`config.mk`:
```
export PLATFORM = sky130hd
export DESIGN_NAME = sws_sequencer
export DESIGN_NICKNAME = d
export VERILOG_FILES = /design/src/sws_pkg.sv /design/src/sws_sequencer.sv
export VERILOG_INCLUDE_DIRS = /design/src /design/src/src
export SDC_FILE = /design/constraint.sdc
export NUM_CORES = 1
export LEC_CHECK = 0
export ABC_AREA = 1
export BUFFER_PORTS_ARGS = -buffer_cell sky130_fd_sc_hd__buf_2
export CAP_MARGIN = 20
export CORE_MARGIN = 2
export CORE_UTILIZATION = 34
export CTS_CLUSTER_DIAMETER = 120
export DETAILED_ROUTE_END_ITERATION = 6
export SLEW_MARGIN = 20
export SYNTH_ARGS = -nofsm -noshare
export SYNTH_HDL_FRONTEND = slang
export SYNTH_SLANG_ARGS = --single-unit
```
`constraint.sdc`:
```
create_clock -name pclk -period 2.5 [get_ports pclk]
set_clock_uncertainty 0.2 [all_clocks]
set_input_delay 0.5 -clock pclk [delete_from_list [all_inputs] [get_ports pclk]]
set_output_delay 0.5 -clock pclk [all_outputs]
set_load 0.01 [all_outputs]
```
`src/sws_defs.svh`:
```
// Register indices, reset values and wait counts of the stop/wake and reset sequencer
`ifndef SWS_DEFS_SVH
`define SWS_DEFS_SVH

// Register file size and index width
`define SWS_NUM_REGS          20
`define SWS_IDX_W             5
`define SWS_APB_AW            8

// Register indices, byte address is four times the index
`define SWS_IDX_STAB_SEL      5'h00
`define SWS_IDX_PSW           5'h01
`define SWS_IDX_PCC           5'h02
`define SWS_IDX_PORT0_LATCH   5'h03
`define SWS_IDX_PORT2_LATCH   5'h04
`define SWS_IDX_PORT0_DIR     5'h05
`define SWS_IDX_PORT2_DIR     5'h06
`define SWS_IDX_IRQ_REQ       5'h07
`define SWS_IDX_IRQ_MASK      5'h08
`define SWS_IDX_EEPROM_WC     5'h09
`define SWS_IDX_TIMER_A_CNT   5'h0A
`define SWS_IDX_TIMER_B_CNT   5'h0B
`define SWS_IDX_TIMER_A_MODE  5'h0C
`define SWS_IDX_TIMER_B_MODE  5'h0D
`define SWS_IDX_CARRIER_CTL   5'h0E
`define SWS_IDX_WDT_CLK_SEL   5'h0F
`define SWS_IDX_WDT_MODE      5'h10
`define SWS_IDX_LV_FLAGS      5'h11
`define SWS_IDX_LV_LEVEL      5'h12
`define SWS_IDX_POC_FLAGS     5'h13
`define SWS_IDX_STATUS        5'h14

// Reset values
`define SWS_RST_STAB_SEL      8'h04
`define SWS_RST_PSW           8'h02
`define SWS_RST_PCC           8'h02
`define SWS_RST_LATCH         8'h00
`define SWS_RST_DIR           8'hFF
`define SWS_RST_IRQ_REQ       8'h00
`define SWS_RST_IRQ_MASK      8'hFF
`define SWS_RST_EEPROM_WC     8'h08
`define SWS_RST_CLEARED       8'h00
`define SWS_RST_POC_NORMAL    8'h00
`define SWS_RST_POC_AFTER_POC 8'h04
`define SWS_RESET_VECTOR_ADDR 16'h0000

// Field positions
`define SWS_PSW_IE_BIT        7

// Stabilization select codes
`define SWS_STAB_CODE_SHORT   3'b000
`define SWS_STAB_CODE_MID     3'b010
`define SWS_STAB_CODE_LONG    3'b100

// Stabilization waits in oscillator cycles
`define SWS_CNT_W             18
`define SWS_STAB_SHORT_CYC    4096
`define SWS_STAB_MID_CYC      32768
`define SWS_STAB_LONG_CYC     131072
`define SWS_STAB_RC_CYC       128
`define SWS_STAB_RESET_CYC    32768

`endif

```
`src/sws_pkg.sv`:
```
// Types of the stop/wake and reset sequencer
`include "sws_defs.svh"

package sws_pkg;

   // Sequencer states
   typedef enum logic [2:0] {
      ST_RUN,
      ST_STOP,
      ST_WAKE_WAIT,
      ST_SYS_RESET,
      ST_RESET_WAIT
   } sws_state_type;

   // Kind of vectored entry handed to the core
   typedef enum logic [1:0] {
      VEC_NONE,
      VEC_RESET,
      VEC_MASKABLE,
      VEC_KEY_NMI
   } sws_vec_type;

   typedef logic [`SWS_NUM_REGS-1:0][7:0] sws_regs_type;

   // Whole state of the sequencer
   typedef struct packed {
      sws_state_type       state;
      logic [`SWS_CNT_W-1:0] cnt;
      sws_regs_type        regs;
      logic                rst_s1;
      logic                rst_s2;
      logic                poc_s1;
      logic                poc_s2;
      logic                key_s1;
      logic                key_s2;
      logic                from_stop;
      logic                poc_cause;
      logic                nmi_wake;
      logic                ram_retain;
      logic [31:0]         prdata;
      logic                pready;
      logic                pslverr;
      logic                pins_hiz;
      logic                core_run;
      logic                pc_valid;
      logic                vector_req;
      sws_vec_type         vector_kind;
      logic [15:0]         vector_addr;
      logic                resume_next;
      logic                stop_active;
      logic                osc_enable;
      logic [7:0]          port0_out;
      logic [7:0]          port0_oe_n;
      logic [7:0]          port2_out;
      logic [7:0]          port2_oe_n;
   } sws_seq_type;

endpackage

```
`src/sws_sequencer.sv`:
```
// Stop-mode wake and system reset sequencer with APB register file
//
// Implementation choices: register access over APB and the register offsets.
`timescale 1ns/100ps
`include "sws_defs.svh"

module sws_sequencer #(
   parameter int RC_VARIANT     = 0,
   parameter int EEPROM_VARIANT = 0,
   parameter int STAB_MID_CYC   = `SWS_STAB_MID_CYC,
   parameter int STAB_LONG_CYC  = `SWS_STAB_LONG_CYC,
   parameter int STAB_RESET_CYC = `SWS_STAB_RESET_CYC
) (
   input  wire logic                   pclk,
   input  wire logic                   presetn,
   input  wire logic [`SWS_APB_AW-1:0] paddr,
   input  wire logic                   psel,
   input  wire logic                   penable,
   input  wire logic                   pwrite,
   input  wire logic [31:0]            pwdata,
   input  wire logic [3:0]             pstrb,
   output logic [31:0]                 prdata,
   output logic                        pready,
   output logic                        pslverr,
   input  wire logic                   reset_pin_n,
   input  wire logic                   poc_detect,
   input  wire logic                   key_return_n,
   input  wire logic                   wdt_overflow,
   input  wire logic                   stop_request,
   input  wire logic [7:0]             irq_lines,
   output logic                        pins_hiz,
   output logic                        core_run,
   output logic                        pc_valid,
   output logic                        vector_req,
   output sws_pkg::sws_vec_type        vector_kind,
   output logic [15:0]                 vector_addr,
   output logic                        resume_next,
   output logic                        stop_active,
   output logic                        osc_enable,
   output logic                        ram_retain,
   output logic [7:0]                  port0_out,
   output logic [7:0]                  port0_oe_n,
   output logic [7:0]                  port2_out,
   output logic [7:0]                  port2_oe_n
);
   import sws_pkg::*;

   // Post-reset value of one register
   function automatic logic [7:0] reg_reset(input logic [`SWS_IDX_W-1:0] idx,
                                            input logic                  power_on_clear_detector);
      logic [7:0] v;
      v = `SWS_RST_CLEARED;
      unique case (idx)
         `SWS_IDX_STAB_SEL:    v = (RC_VARIANT != 0) ? `SWS_RST_CLEARED
                                                     : `SWS_RST_STAB_SEL;
         `SWS_IDX_PSW:         v = `SWS_RST_PSW;
         `SWS_IDX_PCC:         v = `SWS_RST_PCC;
         `SWS_IDX_PORT0_LATCH: v = `SWS_RST_LATCH;
         `SWS_IDX_PORT2_LATCH: v = `SWS_RST_LATCH;
         `SWS_IDX_PORT0_DIR:   v = `SWS_RST_DIR;
         `SWS_IDX_PORT2_DIR:   v = `SWS_RST_DIR;
         `SWS_IDX_IRQ_REQ:     v = `SWS_RST_IRQ_REQ;
         `SWS_IDX_IRQ_MASK:    v = `SWS_RST_IRQ_MASK;
         `SWS_IDX_EEPROM_WC:   v = (EEPROM_VARIANT != 0) ? `SWS_RST_EEPROM_WC
                                                         : `SWS_RST_CLEARED;
         `SWS_IDX_POC_FLAGS:   v = power_on_clear_detector ? `SWS_RST_POC_AFTER_POC
                                       : `SWS_RST_POC_NORMAL;
         default:              v = `SWS_RST_CLEARED;
      endcase
      return v;
   endfunction

   // Whole register file at its post-reset values
   function automatic sws_regs_type regs_reset(input logic power_on_clear_detector);
      sws_regs_type rv;
      rv = '0;
      for (int i = 0; i < `SWS_NUM_REGS; i++) begin
         rv[i] = reg_reset(`SWS_IDX_W'(i), power_on_clear_detector);
      end
      return rv;
   endfunction

   // Register index decode of an APB address
   function automatic logic [`SWS_IDX_W-1:0] addr_index(input logic [`SWS_APB_AW-1:0] a);
      return a[`SWS_IDX_W+1:2];
   endfunction

   // Whether an index is a register present on this variant
   function automatic logic reg_present(input logic [`SWS_IDX_W-1:0] idx);
      logic ok;
      ok = (idx <= `SWS_IDX_STATUS);
      if (idx == `SWS_IDX_STAB_SEL && RC_VARIANT != 0) begin
         ok = 1'b0;
      end
      if (idx == `SWS_IDX_EEPROM_WC && EEPROM_VARIANT == 0) begin
         ok = 1'b0;
      end
      return ok;
   endfunction

   // Wake wait after an interrupt release, as a load value
   function automatic logic [`SWS_CNT_W-1:0] wake_load(input logic [2:0] code);
      int cyc;
      if (RC_VARIANT != 0) begin
         cyc = `SWS_STAB_RC_CYC;
      end else begin
         unique case (code)
            `SWS_STAB_CODE_SHORT: cyc = `SWS_STAB_SHORT_CYC;
            `SWS_STAB_CODE_MID:   cyc = STAB_MID_CYC;
            default:              cyc = STAB_LONG_CYC;
         endcase
      end
      return `SWS_CNT_W'(cyc - 1);
   endfunction

   // Reset release wait as a load value
   function automatic logic [`SWS_CNT_W-1:0] reset_load();
      int cyc;
      cyc = (RC_VARIANT != 0) ? `SWS_STAB_RC_CYC : STAB_RESET_CYC;
      return `SWS_CNT_W'(cyc - 1);
   endfunction

   localparam sws_regs_type REGS_POWER_UP = regs_reset(1'b1);

   sws_seq_type r;
   sws_seq_type next_r;

   // Next-state logic of the whole sequencer
   always_comb begin
      logic [`SWS_IDX_W-1:0] idx;
      logic                  present;
      logic                  sys_rst;
      logic                  pending;
      logic                  key_nmi;
      logic [7:0]            rd;
      idx     = addr_index(paddr);
      present = reg_present(idx);
      sys_rst = 1'b0;
      pending = 1'b0;
      key_nmi = 1'b0;
      rd      = 8'h00;
      next_r  = r;

      // Pin synchronizers
      next_r.rst_s1 = reset_pin_n;
      next_r.rst_s2 = r.rst_s1;
      next_r.poc_s1 = poc_detect;
      next_r.poc_s2 = r.poc_s1;
      next_r.key_s1 = key_return_n;
      next_r.key_s2 = r.key_s1;

      // Reset sources and wake causes
      sys_rst = !r.rst_s2 || wdt_overflow || r.poc_s2;
      pending = |(r.regs[`SWS_IDX_IRQ_REQ] & ~r.regs[`SWS_IDX_IRQ_MASK]);
      key_nmi = !r.key_s2;

      // One-cycle outputs
      next_r.pready      = 1'b0;
      next_r.vector_req  = 1'b0;
      next_r.resume_next = 1'b0;

      // APB setup phase: latch answer for the access phase
      if (psel && !penable && !r.pready) begin
         next_r.pready  = 1'b1;
         next_r.pslverr = !present;
         if (idx == `SWS_IDX_STATUS) begin
            rd = {(r.cnt != '0), r.core_run, r.nmi_wake, r.pins_hiz,
                  r.ram_retain, r.from_stop, r.stop_active, r.pc_valid};
         end else if (present) begin
            rd = r.regs[idx];
         end
         next_r.prdata = {24'h000000, rd};
      end

      // APB access phase: write takes effect here
      if (psel && penable && r.pready && pwrite && !r.pslverr && pstrb[0] &&
          idx != `SWS_IDX_STATUS && idx != `SWS_IDX_POC_FLAGS) begin
         next_r.regs[idx] = pwdata[7:0];
      end

      // Request flags: hardware set wins over software write
      next_r.regs[`SWS_IDX_IRQ_REQ] = next_r.regs[`SWS_IDX_IRQ_REQ] | irq_lines;

      // Sequencer
      unique case (r.state)
         // Run until stop
         ST_RUN: begin
            if (stop_request) begin
               next_r.state       = ST_STOP;
               next_r.stop_active = 1'b1;
               next_r.core_run    = 1'b0;
               next_r.osc_enable  = 1'b0;
            end
         end

         // Wait for a wake source
         ST_STOP: begin
            if (key_nmi || pending) begin
               next_r.state      = ST_WAKE_WAIT;
               next_r.nmi_wake   = key_nmi;
               next_r.osc_enable = 1'b1;
               next_r.cnt        = wake_load(r.regs[`SWS_IDX_STAB_SEL][2:0]);
            end
         end

         // Wake settling wait
         ST_WAKE_WAIT: begin
            if (r.cnt == '0) begin
               next_r.state       = ST_RUN;
               next_r.stop_active = 1'b0;
               next_r.core_run    = 1'b1;
               if (r.nmi_wake) begin
                  next_r.vector_req  = 1'b1;
                  next_r.vector_kind = VEC_KEY_NMI;
               end else if (r.regs[`SWS_IDX_PSW][`SWS_PSW_IE_BIT]) begin
                  next_r.vector_req  = 1'b1;
                  next_r.vector_kind = VEC_MASKABLE;
               end else begin
                  next_r.resume_next = 1'b1;
               end
               next_r.nmi_wake = 1'b0;
            end else begin
               next_r.cnt = r.cnt - `SWS_CNT_W'(1);
            end
         end

         // Held in reset
         ST_SYS_RESET: begin
            if (!r.from_stop) begin
               next_r.regs = regs_reset(r.poc_cause);
            end
            next_r.poc_cause = r.poc_cause | r.poc_s2;
            if (!sys_rst) begin
               next_r.state      = ST_RESET_WAIT;
               next_r.osc_enable = 1'b1;
               next_r.cnt        = reset_load();
               if (!r.from_stop) begin
                  next_r.regs = regs_reset(r.poc_cause);
               end
            end
         end

         // Reset settling wait
         ST_RESET_WAIT: begin
            if (r.cnt == '0) begin
               if (r.from_stop) begin
                  next_r.regs = regs_reset(r.poc_cause);
               end
               next_r.state       = ST_RUN;
               next_r.pins_hiz    = 1'b0;
               next_r.pc_valid    = 1'b1;
               next_r.core_run    = 1'b1;
               next_r.stop_active = 1'b0;
               next_r.from_stop   = 1'b0;
               next_r.poc_cause   = 1'b0;
               next_r.vector_req  = 1'b1;
               next_r.vector_kind = VEC_RESET;
               next_r.vector_addr = `SWS_RESET_VECTOR_ADDR;
            end else begin
               next_r.cnt = r.cnt - `SWS_CNT_W'(1);
            end
         end

         // Undefined code: restart the reset sequence
         default: begin
            next_r.state = ST_SYS_RESET;
         end
      endcase

      // Any reset source forces the reset state from anywhere
      if (sys_rst && r.state != ST_SYS_RESET) begin
         next_r.state      = ST_SYS_RESET;
         next_r.from_stop  = r.from_stop || r.state == ST_STOP ||
                             r.state == ST_WAKE_WAIT;
         next_r.ram_retain = next_r.from_stop;
         next_r.poc_cause  = r.poc_s2;
         next_r.pins_hiz   = 1'b1;
         next_r.core_run   = 1'b0;
         next_r.pc_valid   = 1'b0;
         next_r.nmi_wake   = 1'b0;
         next_r.osc_enable = !next_r.from_stop;
         next_r.cnt        = '0;
         next_r.vector_req = 1'b0;
         next_r.resume_next = 1'b0;
      end

      // Port pins: floating in reset, else per direction
      next_r.port0_out  = next_r.regs[`SWS_IDX_PORT0_LATCH];
      next_r.port2_out  = next_r.regs[`SWS_IDX_PORT2_LATCH];
      next_r.port0_oe_n = next_r.regs[`SWS_IDX_PORT0_DIR] | {8{next_r.pins_hiz}};
      next_r.port2_oe_n = next_r.regs[`SWS_IDX_PORT2_DIR] | {8{next_r.pins_hiz}};
   end

   // State register; power-up acts as a supply-detect reset
   always_ff @(posedge pclk or negedge presetn) begin
      if (!presetn) begin
         r             <= '0;
         r.state       <= ST_SYS_RESET;
         r.regs        <= REGS_POWER_UP;
         r.poc_cause   <= 1'b1;
         r.rst_s1      <= 1'b1;
         r.rst_s2      <= 1'b1;
         r.key_s1      <= 1'b1;
         r.key_s2      <= 1'b1;
         r.pins_hiz    <= 1'b1;
         r.osc_enable  <= 1'b1;
         r.vector_kind <= VEC_NONE;
         r.port0_oe_n  <= 8'hFF;
         r.port2_oe_n  <= 8'hFF;
      end else begin
         r <= next_r;
      end
   end

   // Outputs straight from the state register
   assign prdata      = r.prdata;
   assign pready      = r.pready;
   assign pslverr     = r.pslverr;
   assign pins_hiz    = r.pins_hiz;
   assign core_run    = r.core_run;
   assign pc_valid    = r.pc_valid;
   assign vector_req  = r.vector_req;
   assign vector_kind = r.vector_kind;
   assign vector_addr = r.vector_addr;
   assign resume_next = r.resume_next;
   assign stop_active = r.stop_active;
   assign osc_enable  = r.osc_enable;
   assign ram_retain  = r.ram_retain;
   assign port0_out   = r.port0_out;
   assign port0_oe_n  = r.port0_oe_n;
   assign port2_out   = r.port2_out;
   assign port2_oe_n  = r.port2_oe_n;

endmodule

```
### Yosys cells after proc, flatten, opt, wreduce, memory -nomap -nowiden

Cells that the tools add are included.

* logic and storage cells: 180
* bits in registers: 226
* output and inout port bits: 92

* order comparisons: 3
* bitwise gates (word level): 6
* multiplexer cells: 56
* reduce and logical (&&, ||, !) cells: 47
* add/subtract/negate cells: 2
* equal/unequal tests: 21

Operator list (number)
* $mux W160: 5
* $pmux W160 S2: 1
* $mux W181: 1
* $bwmux W160: 1
* $mux W18: 3
* $pmux W18 S3: 1
* $mux W21: 2
* $bmux W8 S5: 1
* $demux W8 S5: 1
* $pmux W18 S2: 1
* $mux W8: 4
* $or A8 B8 Y8: 3
* $reduce_and A4 Y1: 6
* $mux W22: 1
* $logic_not A18 Y1: 1
* $mux W3: 6
* $ne A3 B3 Y1 const B: 6
* $reduce_bool A18 Y1: 1
* $sub A18 B1 Y18 const B: 1
* $sub A18 B2 Y18 const B: 1
* $mux W1: 15
* $pmux W3 S4: 1
* $reduce_bool A4 Y1: 3
* $logic_and A1 B1 Y1: 11
* other kinds (29): 58

### Depth between registers and ports, before layout

* word-level depth: 14
* depth in mapped cells: 13
* gate-level depth less buffers: 11

### Least setup slack after synthesis

OpenSTA, ideal clock, no wires.

* kind: input-to-reg
* start point: input port paddr[2]
* end point: register r[114] (netlist bit)
* setup time: 0.121 ns
* path buffers: 4
* slack: 0.397 ns
* required time: 2.179 ns
* arrival time: 1.782 ns
* stages on the path: 12
* cell sequence: buf_4 nor2_8 nand2_1 nor2_1 nor2_2 nand2_4 inv_2 buf_6 buf_6 buf_2 o21ai_0 nor2_1

RTL lines
* start: declaration: RTL line sws_sequencer.sv:16 `` input wire logic [`SWS_APB_AW-1:0] paddr, ``
* end signal: assignment: RTL line sws_sequencer.sv:311 `r <= next_r;`
* end: declaration: RTL line sws_sequencer.sv:125 `sws_seq_type r;`

==> metrics.md <==
| Metric | Value |
|---|---|
| Final #Nets | `2096` |
| Count of state elements after synthesis | `226` |
| Top-area cell type share of the netlist area | `31.7%` |
| CTS tree | `built` |
| Number of library cell types mapped by synthesis | `43` |
| Wirelength per Cell | `16.1 µm` |
| Die footprint | `41700 µm²` |
| Hold Path Depth | `3` |
| Vias per std cell | `4.94` |
| Cell chain of the critical path | `inv_1 -> ha_1 -> nand3_2 -> nor2_2 -> nand4_2 -> nor2_4 -> nand2_1 -> o21ai_4 -> buf_12 -> nor2_1` |
| Synthesis-to-finish area growth | `14.3%` |
| Crit share post-route | `94.1%` |
| Synthesis Warnings | `0` |
| Static leakage power | `0.00775 µW` |
| Synthesized area divided by synthesized cell count | `6.87 µm²` |
| Most used cells in the layout excluding fill and tap cells | `sky130_fd_sc_hd__nand2_1 (662), sky130_fd_sc_hd__o21ai_0 (253), sky130_fd_sc_hd__nor2_1 (221), sky130_fd_sc_hd__dfrtp_1 (173), sky130_fd_sc_hd__inv_1 (148)` |
| Final core utilization | `39.3%` |
| Length in cells of the worst reg-to-reg path | `10` |
| Worst slack, placed | `-0.0256 ns` |
| FF-to-FF setup slack | `0.15 ns` |
| Sink count of the clock tree | `226` |
| Largest driver fanout on the critical path | `44` |
| Synthesized-area fraction occupied by ao, oa, aoi and oai cells | `14.2%` |
| HP Class | `in -> reg` |
| Delay-heaviest family, CP | `simple AND/OR/NAND/NOR gates` |
| RR Startpoint | `r[261]$_DFFE_PN0P_` |
| Pins Over Slew Limit | `0` |
| CTS Buffer Depth | `3` |
| Fraction of synthesized area in multiplexers | `0.0734%` |
| Clock root buffer | `sky130_fd_sc_hd__clkbuf_16` |
| IO Port Bufs | `83` |
| Initial antenna violation count | `2` |
| Share of post-route cells with drive strength above 1 | `14.8%` |
| GRT Total Usage | `19.7%` |
| Critical path data required time | `2.73 ns` |
| Crit path time final | `2.35 ns` |
| Sequential area share after synthesis | `41.9%` |
| DRT Wirelength | `41400 µm` |
| Fin. Hold Viols | `0` |
| Adder and majority gate portion of the synthesized area | `0.0917%` |
| Synth Instances | `1986` |
| ANT nets after route | `0` |
| Pwr/cell area | `860 nW/µm²` |
| Estimated wirelength of the detail-placed design | `28800 µm` |
| Via count of the first global-routing pass | `11800` |
| Maximum capacitance violations | `0` |
| Boundary pin count | `154` |
| Pre-antenna DRT Iters | `6` |
| Highest cell delay on the worst timing path | `0.40 ns` |
| Xor and xnor fraction of the mapped netlist area | `0.449%` |
| Area leader, netlist | `sky130_fd_sc_hd__dfrtp_1` |
| Kind of end point of the critical path | `flip-flop` |
| RSZ-0062 raised after global routing | `no` |
| Main area contributors after synthesis | `sky130_fd_sc_hd__dfrtp_1 (32%), sky130_fd_sc_hd__nand2_1 (18%), sky130_fd_sc_hd__dfstp_2 (10%)` |
| Post-route design area | `15600 µm²` |
| Most common cell after layout, fill and taps aside | `sky130_fd_sc_hd__nand2_1` |
| Synthesized cell area | `13600 µm²` |
| Number of buffers added by the clock tree synthesis step | `27` |
| Final setup margin | `0.147 ns` |
| Dominant combinational cell family by area after synthesis | `simple AND/OR/NAND/NOR gates` |
| Overall power | `13400 µW` |
| Crit Path Category | `reg -> reg` |
| Total buffers and inverters traversed by the critical path | `2` |
| RePlAce Congestion | `0.918` |
| Result of the run | `completed` |
| Post-CTS Setup Bufs | `0` |
| Maximum number of pins on one net before global-route repair | `51` |
| Global-route wire length before repair | `65200 µm` |
| DR vias | `12800` |
| Overflow after GRT | `0` |
| Peak Freq | `425 MHz` |
| DRC errors left | `0` |
| Reg2reg end | `r[120]$_DFF_PN0_` |
| Instance area at placement | `14500 µm²` |
| Max IR drop VDD | `474 µV` |
| Clock insertion delay at the later pin of the skew report | `0.56 ns` |
| Endpoint of the worst hold path | `pready$_DFF_PN0_` |
| Core Box Area | `39600 µm²` |
| Horizontal die dimension | `204 µm` |
| Clock-pin slew on the worst setup and hold paths | `0.06 ns` |
| Std cell rows | `73` |
| Vert. Die Dim | `204 µm` |
| Standard cell with the maximum stage delay on the critical path | `sky130_fd_sc_hd__dfrtp_1` |
| Initial Utilization | `34.4%` |
| First-iteration detailed-routing DRC count | `1018` |
| H-tree depth | `1` |
| Worst path arrival time | `2.58 ns` |
| Number of failing setup endpoints in the final timing report | `0` |
| Basic-gate share of the synthesized area counting and, or, nand and nor cells | `30.4%` |
| Hold path startpoint | `penable` |
| Crit path launch type | `flip-flop` |
## synthesized netlist by cell type, drive strengths merged
cell and instances:
a211oi 2, a21boi 2, a21oi 64, a31oi 2, buf 135, clkbuf 56
clkinv 1, conb 1, dfrtp 173, dfstp 53, ha 1, inv 156
mux2i 1, nand2 666, nand3 78, nand3b 3, nand4 16, nor2 239
nor3 9, nor4 1, o211ai 1, o21a 1, o21ai 309, o31ai 1
or2 8, xnor2 2, xor2 5
## registers in the layout, indices dropped and copies added, names as in the netlist, 2 cells and up
register / cells
port2_oe_n: 8
prdata: 8
r: 171
port0_oe_n: 8
port2_out: 8
port0_out: 8
next_r: 3
vector_kind: 2
## power breakdown
part           switching, µW  total [µW]  leakage (µW)  internal (µW)
registers                649        5160       0.00264           4510
logic                   2630        4180       0.00466           1550
clock network           1630        4070      0.000454           2450
total                   4900       13400       0.00775           8510
## layer usage
| layer | global-route usage (%) | wire length (µm) | vias up |
|---|---|---|---|
| met5 | 0 | 0 | - |
| met4 | 7.19 | 1390 | 0 |
| met3 | 2.57 | 2550 | 76 |
| met2 | 31.9 | 19300 | 422 |
| met1 | 26.9 | 18200 | 5999 |
| li1 | - | - | 6263 |
## tightest hold or removal path: stages
cell,delay [ns]
sky130_fd_sc_hd__buf_2,0.08
sky130_fd_sc_hd__nor3_1,0.04
sky130_fd_sc_hd__buf_4,0.16
## worst max path at each step
stage / from / end / cells past startpoint
floorplan: paddr[2] / r[114]$_DFF_PN0_ / 12
global placement: paddr[2] / port0_oe_n[0]$_DFF_PN1_ / 9
detailed placement: paddr[2] / port0_oe_n[0]$_DFF_PN1_ / 9
CTS: r[261]$_DFFE_PN0P_ / port2_oe_n[2]$_DFF_PN1_ / 8
global route: r[279]$_DFFE_PN1P_ / core_run$_DFFE_PN0P_ / 10
finish: r[261]$_DFFE_PN0P_ / r[120]$_DFF_PN0_ / 10
## cell type report
cell class                      count  area [µm²]
Antenna cell                        2        5.00
Clock buffer                       37         763
Clock inverter                     13         151
Fill cell                        4149       24000
Inverter                          157         592
Multi-Input combinational cell   1452        6380
Sequential cell                   226        5720
Tap cell                          525         657
Timing Repair Buffer              169        1330
## kinds of logic after synthesis
| group | count (synthesis) |
|---|---|
| AOI/OAI and AO/OA | 382 |
| xor gates and xnor gates | 7 |
| adders and majority gates | 1 |
| buffers and inverters | 348 |
| DFF | 226 |
| muxes | 1 |
| other | 1 |
| and+or+nand+nor | 1020 |
## repair_timing
| action | in CTS | in global routing |
|---|---|---|
| hold buffers | 13 | 0 |
| hold endpoints to repair | 57 | 0 |
| endpoints found under the setup margin | 0 | 115 |
| gates resized for setup | 0 | 8 |
## per-stage QoR
| stage | instances | TNS (ns) | hold WS, ns |
|---|---|---|---|
| final | 2581 | 0 | 0.0950 |
| after global routing | 2581 | 0 | 0.0966 |
| after CTS | 2577 | 0 | 0.0812 |
| after detailed placement | 2514 | -0.0256 | 0.147 |
| after global placement | 2514 | -0.0344 | 0.136 |
| after floorplan | 2025 | 0 | 0.00441 |
Note: power is estimated with default switching activity, not from simulation.
